<file path="src/core/fan_cfg_pkg.sv">
// Register map, field positions and reset values of the fan-control configuration group.
// Assumes an 8-bit register port; the serial bus front end delivers decoded accesses.
package fan_cfg_pkg;

  // ==========================================================================
  // Register offsets
  // ==========================================================================
  localparam logic [7:0] ADDR_CONFIG          = 8'h03; // Configuration
  localparam logic [7:0] ADDR_CONV_RATE       = 8'h04; // Conversion rate
  localparam logic [7:0] ADDR_LOCAL_HIGH      = 8'h05; // Local high setpoint
  localparam logic [7:0] ADDR_REMOTE_HIGH     = 8'h07; // Remote high setpoint
  localparam logic [7:0] ADDR_REMOTE_LOW      = 8'h08; // Remote low setpoint
  localparam logic [7:0] ADDR_CONFIG_MIRROR   = 8'h09; // Legacy mirror of 0x03
  localparam logic [7:0] ADDR_CONV_MIRROR     = 8'h0A; // Legacy mirror of 0x04
  localparam logic [7:0] ADDR_LHIGH_MIRROR    = 8'h0B; // Legacy mirror of 0x05
  localparam logic [7:0] ADDR_RHIGH_MIRROR    = 8'h0D; // Legacy mirror of 0x07
  localparam logic [7:0] ADDR_RLOW_MIRROR     = 8'h0E; // Legacy mirror of 0x08
  localparam logic [7:0] ADDR_REMOTE_LSB      = 8'h10; // Remote signed temperature low byte
  localparam logic [7:0] ADDR_COMP_EN         = 8'h30; // Remote diode compensation enable
  localparam logic [7:0] ADDR_POR_STATUS      = 8'h33; // Power-on status
  localparam logic [7:0] ADDR_ENH_CFG         = 8'h45; // Enhanced configuration
  localparam logic [7:0] ADDR_PWM_TACH        = 8'h4A; // PWM and tach configuration
  localparam logic [7:0] ADDR_SPINUP          = 8'h4B; // Fan spin-up configuration
  localparam logic [7:0] ADDR_DUTY            = 8'h4C; // Manual duty value
  localparam logic [7:0] ADDR_PWM_FREQ        = 8'h4D; // PWM frequency setting
  localparam logic [7:0] ADDR_TABLE_OFFSET    = 8'h4E; // Lookup temperature offset
  localparam logic [7:0] ADDR_HYSTERESIS      = 8'h4F; // Lookup hysteresis

  // ==========================================================================
  // Reset values
  // ==========================================================================
  localparam logic [7:0] RST_COMP_EN          = 8'h02;
  localparam logic [7:0] RST_ENH_CFG          = 8'h00;
  localparam logic [7:0] RST_PWM_TACH         = 8'h20;
  localparam logic [7:0] RST_SPINUP           = 8'h3F;
  localparam logic [7:0] RST_DUTY             = 8'h00;
  localparam logic [7:0] RST_PWM_FREQ         = 8'h17;
  localparam logic [7:0] RST_TABLE_OFFSET     = 8'h00;
  localparam logic [7:0] RST_HYSTERESIS       = 8'h04;
  localparam logic [7:0] RST_CONFIG           = 8'h00;
  localparam logic [7:0] RST_CONV_RATE        = 8'h08;
  localparam logic [7:0] RST_LOCAL_HIGH       = 8'h46;
  localparam logic [7:0] RST_REMOTE_HIGH      = 8'h55;
  localparam logic [7:0] RST_REMOTE_LOW       = 8'h00;

  // ==========================================================================
  // Field positions and masks
  // ==========================================================================
  localparam int         UNLOCK_BIT           = 5;      // Fan register write unlock in 0x4A
  localparam int         CLKSEL_BIT           = 3;      // Internal PWM clock select in 0x4A
  localparam logic       CLKSEL_360K          = 1'b0;   // Select value for the fast clock
  localparam int         NOT_READY_BIT        = 7;      // Not-ready flag in 0x33
  localparam int         ENH_SMOOTH_BIT       = 0;      // Smoothing enable in 0x45
  localparam int         ENH_HIGHRES_BIT      = 4;      // High duty resolution in 0x45
  localparam int         ENH_FILTER_LSB_BIT   = 6;      // Signed filter LSB enable in 0x45
  localparam logic [7:0] ENH_WRITABLE_MASK    = 8'h7F;  // Bit 7 unused
  localparam logic [7:0] FINE_LSB_MASK        = 8'h18;  // Signed temperature bits [4:3]
  localparam logic [7:0] DUTY_NORMAL_MASK     = 8'h3F;  // Six-bit duty width
  localparam logic [4:0] FREQ_22K5            = 5'h08;  // 360 kHz / (2 * 8)
  localparam int         LEGACY_N             = 5;      // Registers with a mirror address

endpackage

</file>
<file path="src/core/fan_control_init_config.sv">
// Fan-control configuration register group with write unlock and mirror decode.
// Assumes the serial bus front end presents one decoded access per strobe on sys_clk.

// Function
// - Frequency field with clock sets PWM rate
// - Smoothing, high resolution only at 22.5 kHz
// - Duty six bits, eight in high resolution
// - Fan writes other than to 0x4A accepted only while unlocked
// - Mirror addresses share primary storage
// - Enhanced bit 7 unused, reads zero
// - Fine temperature bits gated by enable
module fan_control_init_config (
  input  wire logic       sys_clk,
  input  wire logic       srst,
  input  wire logic [7:0] regAddr,                // Register address of the access
  input  wire logic [7:0] regWdata,               // Write data
  input  wire logic       regWrite,               // Write strobe, one cycle
  input  wire logic       regRead,                // Read strobe, one cycle
  input  wire logic       notReady,               // Power-on not-ready level
  input  wire logic       filterEnable,           // Digital filter enabled level
  input  wire logic [7:0] remoteLsbRaw,           // Raw signed temperature low byte
  output logic      [7:0] regRdata,               // Read data
  output logic            regRvalid,              // Read data valid, one cycle
  output logic            writeRejected,          // Locked write refused, one cycle
  output logic      [7:0] diodeCompCfg,           // Compensation enable register
  output logic      [7:0] enhancedCfg,            // Enhanced configuration
  output logic      [7:0] pwmTachCfg,             // PWM and tach configuration
  output logic      [7:0] spinupCfg,              // Spin-up configuration
  output logic      [7:0] manualDuty,             // Manual duty value
  output logic      [7:0] pwmFreqCfg,             // PWM frequency setting
  output logic      [7:0] tableTempOffset,        // Lookup temperature offset
  output logic      [7:0] tableHysteresis,        // Lookup hysteresis
  output logic            fanRegisterWriteUnlock, // Copy of the unlock bit
  output logic            smoothingActive,        // Table smoothing in effect
  output logic            highResActive           // Extended duty resolution in effect
);

  // ==========================================================================
  // Declarations
  // ==========================================================================
  localparam logic [7:0] LEGACY_ADDR [fan_cfg_pkg::LEGACY_N] = '{
    fan_cfg_pkg::ADDR_CONFIG, fan_cfg_pkg::ADDR_CONV_RATE, fan_cfg_pkg::ADDR_LOCAL_HIGH,
    fan_cfg_pkg::ADDR_REMOTE_HIGH, fan_cfg_pkg::ADDR_REMOTE_LOW};
  localparam logic [7:0] LEGACY_RST  [fan_cfg_pkg::LEGACY_N] = '{
    fan_cfg_pkg::RST_CONFIG, fan_cfg_pkg::RST_CONV_RATE, fan_cfg_pkg::RST_LOCAL_HIGH,
    fan_cfg_pkg::RST_REMOTE_HIGH, fan_cfg_pkg::RST_REMOTE_LOW};

  logic [7:0] primaryAddr;                          // Address after mirror folding
  logic [7:0] legacy      [fan_cfg_pkg::LEGACY_N];  // Mirrored storage
  logic [7:0] next_legacy [fan_cfg_pkg::LEGACY_N];
  logic [7:0] next_regRdata;
  logic       next_regRvalid;
  logic       next_writeRejected;
  logic [7:0] next_diodeCompCfg;
  logic [7:0] next_enhancedCfg;
  logic [7:0] next_pwmTachCfg;
  logic [7:0] next_spinupCfg;
  logic [7:0] next_manualDuty;
  logic [7:0] next_pwmFreqCfg;
  logic [7:0] next_tableTempOffset;
  logic [7:0] next_tableHysteresis;
  logic       next_smoothingActive;
  logic       next_highResActive;
  logic       unlocked;                             // Fan registers writable now
  logic       is22k5;                               // 22.5 kHz PWM selected
  logic       fineLsbOn;                            // Fine temperature bits visible

  // Mirror addresses reduced to primaries before any decode
  mirror_decode u_mirror (
    .rawAddr     (regAddr),
    .primaryAddr (primaryAddr)
  );

  // ==========================================================================
  // Next-value logic
  // ==========================================================================
  // Writes, reads and derived modes in one place so priorities stay visible
  always_comb begin
    next_legacy          = legacy;
    next_diodeCompCfg    = diodeCompCfg;
    next_enhancedCfg     = enhancedCfg;
    next_pwmTachCfg      = pwmTachCfg;
    next_spinupCfg       = spinupCfg;
    next_manualDuty      = manualDuty;
    next_pwmFreqCfg      = pwmFreqCfg;
    next_tableTempOffset = tableTempOffset;
    next_tableHysteresis = tableHysteresis;
    next_writeRejected   = 1'b0;
    next_regRvalid       = regRead;
    next_regRdata        = regRdata;
    unlocked  = pwmTachCfg[fan_cfg_pkg::UNLOCK_BIT];
    // PWM rate comes from the frequency field and the clock select together
    is22k5    = (pwmTachCfg[fan_cfg_pkg::CLKSEL_BIT] == fan_cfg_pkg::CLKSEL_360K) &&
                (pwmFreqCfg[4:0] == fan_cfg_pkg::FREQ_22K5);
    fineLsbOn = enhancedCfg[fan_cfg_pkg::ENH_FILTER_LSB_BIT] && filterEnable;
    // Smoothing and high resolution only take effect at 22.5 kHz
    next_smoothingActive = enhancedCfg[fan_cfg_pkg::ENH_SMOOTH_BIT] && is22k5;
    next_highResActive   = enhancedCfg[fan_cfg_pkg::ENH_HIGHRES_BIT] && is22k5;

    // Write decode; the unlock register itself is never locked
    if (regWrite) begin
      case (primaryAddr)
        fan_cfg_pkg::ADDR_COMP_EN : begin
          next_diodeCompCfg = regWdata;
        end
        fan_cfg_pkg::ADDR_PWM_TACH : begin
          // Tach, clock select, polarity and unlock
          next_pwmTachCfg = regWdata;
        end
        fan_cfg_pkg::ADDR_ENH_CFG : begin
          if (unlocked) begin
            next_enhancedCfg = regWdata & fan_cfg_pkg::ENH_WRITABLE_MASK;
          end else begin
            next_writeRejected = 1'b1;
          end
        end
        fan_cfg_pkg::ADDR_SPINUP : begin
          if (unlocked) begin
            next_spinupCfg = regWdata;
          end else begin
            next_writeRejected = 1'b1;
          end
        end
        fan_cfg_pkg::ADDR_DUTY : begin
          // Width follows the resolution actually in effect
          if (unlocked) begin
            next_manualDuty = highResActive ? regWdata
                                            : (regWdata & fan_cfg_pkg::DUTY_NORMAL_MASK);
          end else begin
            next_writeRejected = 1'b1;
          end
        end
        fan_cfg_pkg::ADDR_PWM_FREQ : begin
          if (unlocked) begin
            next_pwmFreqCfg = regWdata;
          end else begin
            next_writeRejected = 1'b1;
          end
        end
        fan_cfg_pkg::ADDR_TABLE_OFFSET : begin
          if (unlocked) begin
            next_tableTempOffset = regWdata;
          end else begin
            next_writeRejected = 1'b1;
          end
        end
        fan_cfg_pkg::ADDR_HYSTERESIS : begin
          if (unlocked) begin
            next_tableHysteresis = regWdata;
          end else begin
            next_writeRejected = 1'b1;
          end
        end
        default : begin
          // Mirrored group; unmapped writes fall through silently
          for (int i = 0; i < fan_cfg_pkg::LEGACY_N; i++) begin
            if (primaryAddr == LEGACY_ADDR[i]) begin
              next_legacy[i] = regWdata;
            end
          end
        end
      endcase
    end

    // Read mux; unmapped addresses answer zero
    if (regRead) begin
      case (primaryAddr)
        fan_cfg_pkg::ADDR_POR_STATUS   : next_regRdata = {notReady, 7'h00};
        fan_cfg_pkg::ADDR_REMOTE_LSB   : begin
          next_regRdata = fineLsbOn ? remoteLsbRaw
                                    : (remoteLsbRaw & ~fan_cfg_pkg::FINE_LSB_MASK);
        end
        fan_cfg_pkg::ADDR_COMP_EN      : next_regRdata = diodeCompCfg;
        fan_cfg_pkg::ADDR_ENH_CFG      : next_regRdata = enhancedCfg & fan_cfg_pkg::ENH_WRITABLE_MASK;
        fan_cfg_pkg::ADDR_PWM_TACH     : next_regRdata = pwmTachCfg;
        fan_cfg_pkg::ADDR_SPINUP       : next_regRdata = spinupCfg;
        fan_cfg_pkg::ADDR_DUTY         : next_regRdata = manualDuty;
        fan_cfg_pkg::ADDR_PWM_FREQ     : next_regRdata = pwmFreqCfg;
        fan_cfg_pkg::ADDR_TABLE_OFFSET : next_regRdata = tableTempOffset;
        fan_cfg_pkg::ADDR_HYSTERESIS   : next_regRdata = tableHysteresis;
        default : begin
          next_regRdata = 8'h00;
          for (int i = 0; i < fan_cfg_pkg::LEGACY_N; i++) begin
            if (primaryAddr == LEGACY_ADDR[i]) begin
              next_regRdata = legacy[i];
            end
          end
        end
      endcase
    end
  end

  // ==========================================================================
  // State registers
  // ==========================================================================
  // Reset loads power-on values; the host sequence starts from the unlocked default
  always_ff @(posedge sys_clk) begin
    if (srst) begin
      legacy                 <= LEGACY_RST;
      regRdata               <= 8'h00;
      regRvalid              <= 1'b0;
      writeRejected          <= 1'b0;
      diodeCompCfg           <= fan_cfg_pkg::RST_COMP_EN;
      enhancedCfg            <= fan_cfg_pkg::RST_ENH_CFG;
      pwmTachCfg             <= fan_cfg_pkg::RST_PWM_TACH;
      spinupCfg              <= fan_cfg_pkg::RST_SPINUP;
      manualDuty             <= fan_cfg_pkg::RST_DUTY;
      pwmFreqCfg             <= fan_cfg_pkg::RST_PWM_FREQ;
      tableTempOffset        <= fan_cfg_pkg::RST_TABLE_OFFSET;
      tableHysteresis        <= fan_cfg_pkg::RST_HYSTERESIS;
      fanRegisterWriteUnlock <= fan_cfg_pkg::RST_PWM_TACH[fan_cfg_pkg::UNLOCK_BIT];
      smoothingActive        <= 1'b0;
      highResActive          <= 1'b0;
    end else begin
      legacy                 <= next_legacy;
      regRdata               <= next_regRdata;
      regRvalid              <= next_regRvalid;
      writeRejected          <= next_writeRejected;
      diodeCompCfg           <= next_diodeCompCfg;
      enhancedCfg            <= next_enhancedCfg;
      pwmTachCfg             <= next_pwmTachCfg;
      spinupCfg              <= next_spinupCfg;
      manualDuty             <= next_manualDuty;
      pwmFreqCfg             <= next_pwmFreqCfg;
      tableTempOffset        <= next_tableTempOffset;
      tableHysteresis        <= next_tableHysteresis;
      fanRegisterWriteUnlock <= next_pwmTachCfg[fan_cfg_pkg::UNLOCK_BIT];
      smoothingActive        <= next_smoothingActive;
      highResActive          <= next_highResActive;
    end
  end
endmodule

</file>
<file path="src/core/mirror_decode.sv">
// Folds each legacy mirror address onto its primary address.
// Assumes the caller decodes the primary address only.
module mirror_decode (
  input  wire logic [7:0] rawAddr,
  output logic      [7:0] primaryAddr
);

  // ==========================================================================
  // Mirror folding
  // ==========================================================================
  // Both addresses then reach one storage element
  always_comb begin
    case (rawAddr)
      fan_cfg_pkg::ADDR_CONFIG_MIRROR : primaryAddr = fan_cfg_pkg::ADDR_CONFIG;
      fan_cfg_pkg::ADDR_CONV_MIRROR   : primaryAddr = fan_cfg_pkg::ADDR_CONV_RATE;
      fan_cfg_pkg::ADDR_LHIGH_MIRROR  : primaryAddr = fan_cfg_pkg::ADDR_LOCAL_HIGH;
      fan_cfg_pkg::ADDR_RHIGH_MIRROR  : primaryAddr = fan_cfg_pkg::ADDR_REMOTE_HIGH;
      fan_cfg_pkg::ADDR_RLOW_MIRROR   : primaryAddr = fan_cfg_pkg::ADDR_REMOTE_LOW;
      default                         : primaryAddr = rawAddr;
    endcase
  end

endmodule

</file>
<file path="config.mk">
export PLATFORM = sky130hd
export DESIGN_NAME = fan_control_init_config
export DESIGN_NICKNAME = d
export VERILOG_FILES = /design/src/core/fan_cfg_pkg.sv /design/src/core/fan_control_init_config.sv /design/src/core/mirror_decode.sv
export SDC_FILE = /design/constraint.sdc
export NUM_CORES = 1
export LEC_CHECK = 0
export ABC_AREA = 1
export BUFFER_PORTS_ARGS = -buffer_cell sky130_fd_sc_hd__buf_4
export CORE_MARGIN = 2
export CORE_UTILIZATION = 50
export DETAILED_ROUTE_END_ITERATION = 12
export HOLD_SLACK_MARGIN = 0.05
export PLACE_DENSITY_LB_ADDON = 0.12
export SYNTH_ARGS = -nofsm -noshare
export SYNTH_HDL_FRONTEND = slang
export SYNTH_SLANG_ARGS = --single-unit
</file>
<file path="constraint.sdc">
create_clock -name sys_clk -period 2.77 [get_ports sys_clk]
set_clock_uncertainty 0.1 [all_clocks]
set_input_delay 0.1385 -clock sys_clk [delete_from_list [all_inputs] [get_ports sys_clk]]
set_output_delay 0.1385 -clock sys_clk [all_outputs]
set_load 0.1 [all_outputs]
</file>
==> impl_results.md <==
* Synth Flop Type: dfxtp_1
* Part of the Yosys area used for sequential elements at 41.1%
* Clock Latency Late Sink at 0.53 ns
* Num CTS Buffers at 17
* Nets at 941
* Area Overhead vs Synth at 28.4%
* 1st-pass router iterations at 5
* CTS tree: built
* Row cnt at 38
* Postcts setup bufs at 0
* Via density per instance at 5.57
* Crit-path most repeated cell: nand2_1
* Startpoint Class: input port
* Sum Neg Setup Slack at 0 ns
* Crit share post-route at 89.8%
* Final Setup Violations at 0
* Slowest CP cell: nor4_2
* CP max stage delay at 0.79 ns
* Count leader, synth: nand2_1
* Total number of vias at 5926
* Compound-Gate Fraction of Synth Area at 13.5%
* Mux contribution to synthesized area at 0%
* DRC at 0
* Syn_nets at 834
* Util after Layout at 66.0%
* Setup crit end kind: register
* Final Instance Area at 7190 um^2
* Adder-cell share of the synthesized area at 0%
* Final Max Slew Viols at 0
* Max_cap viols at 0
* Drt first-iter violations at 574
* Initial antenna violation count at 0
* Core area at 10900 um^2
* Worst EP required at 3.15 ns
* Max Freq at 0.402 GHz
* Final Hold Viols at 0
* Synth top area share at 41.1%
* Dpl ws at 0.310 ns
* Area occupied by registers at 2300 um^2
* Clock Sinks at 115
* Hold Crit Class: input port to register
* Mean Syn Cell Area at 6.96 um^2
* Fraction of layout cells with a size suffix above 1 at 21.4%
* Most frequent cells after synthesis: nand2_1, dfxtp_1, nor2_1
* Number of synthesized flops with an enable pin at 0
* Routability congestion estimate at 0.903
* Post-DRT Antenna Nets at 0
* Post-DP Area at 6430 um^2
* ANT cells at 0
* Footprint of the multi-input gates at 2760 um^2
* Tot GR Track Use at 31.6%
* Pin count of the biggest net entering global routing at 48
* Die height at 110 um
* Width of the die at 110 um
* Distinct cells, synth at 37
* Initial Utilization at 51.4%
* Fin Hold WS at 0.0737 ns
* First-pass GRT wire length at 28.4 mm
* Clock Tree Root: clkbuf_8
* CP max FO at 9
* Post-synth top area cell: dfxtp_1
* GRT overflow at 0
* Outcome: complete, no violations
* Total power at 4.22 mW
* CTS clk-pin slew, worst paths at 0.06 ns
* Vias in the first global route at 5361
* Max IR drop VDD at 0.441 mV
* Port Buffer Count at 105
* Simple-gate share of the synthesized area at 35.7%
* LEAKAGE at 3.40 nW
* H-tree lvl count at 4
* Final WL at 18.6 mm
* Routed length per instance at 17.5 um
* CP arrival at 2.87 ns
* Power density of the placed cells at 587 nW/um^2
* Asr flop ratio synth at 0%
* Crit-path cells: buf_4 > dlygate4sd3_1 > nor4_2 > nand2_1 > nand2_1 > nor2_1 > nand2_1 > nor2_1 > nand2_1 > nand2_1 > a21oi_1 > dlygate4sd3_1
* CTS Hold Bufs at 13
* Dpl hpwl at 13.0 mm
* Fin cells at 1064
* Main combinational cell family by area after synthesis: simple AND/OR/NAND/NOR gates
* Min Tclk post-route at 2.49 ns
* Ys Warns at 0
* Setup CP Type: input port to register
* Synth top area cells: dfxtp_1, nand2_1, nand3_1
* Placed cell count at 1019
* RSZ-0062 raised after global routing: false
* Post-Synthesis Cells at 804
* IO Count at 107
* Worst-Margin Slew at 0.897 ns
* Headroom to the max-slew limit at 39.7%
* Yosys reg bits at 115
* Full die area at 12100 um^2
* Fin worst setup slack at 0.284 ns
* Bufs on Longest Clock Path at 2
* Fillers at 977
* XOR/XNOR share of the synthesized area at 0%
* Cell area after synthesis at 5600 um^2
* Post-cts resize count at 0
==> cell families (layout without fill, tap and decap cells) <==
group | count (synthesis) | count (layout)
and+or+nand+nor | 431 | 431
AOI/OAI and AO/OA | 137 | 137
buffers and inverters | 120 | 240
DFF | 115 | 115
other | 1 | 1
==> metal layers <==
layer / up-vias / routed length, um / GRT usage [%]
met5: - / 0 / 0
met4: 0 / 513 / 11.3
met3: 40 / 2040 / 7.41
met2: 315 / 7810 / 46.2
met1: 2712 / 8230 / 45.2
li1: 2859 / - / -
==> cell type report <==
class / instances / area share, %
clock inverters: 8 / 1.69
multi-input cells: 569 / 38.4
flip-flops and latches: 115 / 32.0
inverters: 73 / 3.88
repair buffers: 135 / 14.6
well taps: 140 / 2.44
clock buffers: 24 / 6.97
==> placed cells by master (no fill, tap or decap), types with 2 or more instances in the layout <==
cell | synthesis | routed
a21boi_0 | 6 | 6
a21oi_1 | 67 | 67
buf_4 | 5 | 122
bufinv_16 | 0 | 3
clkbuf_16 | 0 | 16
clkbuf_8 | 0 | 7
clkinv_1 | 4 | 4
clkinv_2 | 0 | 3
dfxtp_1 | 115 | 115
dlygate4sd3_1 | 0 | 13
inv_1 | 64 | 63
inv_2 | 3 | 4
inv_4 | 2 | 2
nand2_1 | 186 | 186
nand2_2 | 6 | 6
nand2_4 | 4 | 4
nand3_1 | 80 | 80
nand3_2 | 10 | 10
nand3b_4 | 2 | 2
nand4_1 | 20 | 20
nor2_1 | 91 | 91
nor2_2 | 10 | 10
nor3_1 | 13 | 13
nor4_1 | 2 | 2
nor4_2 | 2 | 2
o211ai_1 | 13 | 13
o21ai_0 | 45 | 45
==> sequential cells by signal, indices dropped and copies added (netlist names) <==
name,flops
tableHysteresis,8
diodeCompCfg,8
legacy,40
pwmFreqCfg,8
writeRejected,1
pwmTachCfg,8
tableTempOffset,8
spinupCfg,8
regRvalid,1
smoothingActive,1
highResActive,1
enhancedCfg,7
manualDuty,8
regRdata,8
==> critical path, delay by kind of cell <==
| family | cells | cell delay, ns |
|---|---|---|
| buffers and inverters | 3 | 1.25 |
| and+or+nand+nor | 8 | 1.38 |
| AOI/OAI and AO/OA | 1 | 0.11 |
==> power by group <==
| part | leakage [nW] | internal (mW) | switching (mW) |
|---|---|---|---|
| logic | 2.17 | 0.0738 | 0.190 |
| registers | 0.927 | 1.66 | 0.00319 |
| clock network | 0.307 | 1.51 | 0.782 |
==> final timing paths <==
check / from / endpoint / slack [ns] / depth (start not counted)
hold / removal: notReady / regRdata[7] / 0.07 / 7
setup reg to reg: manualDuty[0] / regRdata[0] / 0.80 / 7
setup / recovery: regAddr[7] / regRdata[0] / 0.28 / 12
hold reg to reg: legacy[30] / legacy[30] / 0.36 / 2
No activity file was read; power rests on OpenSTA's default activity.
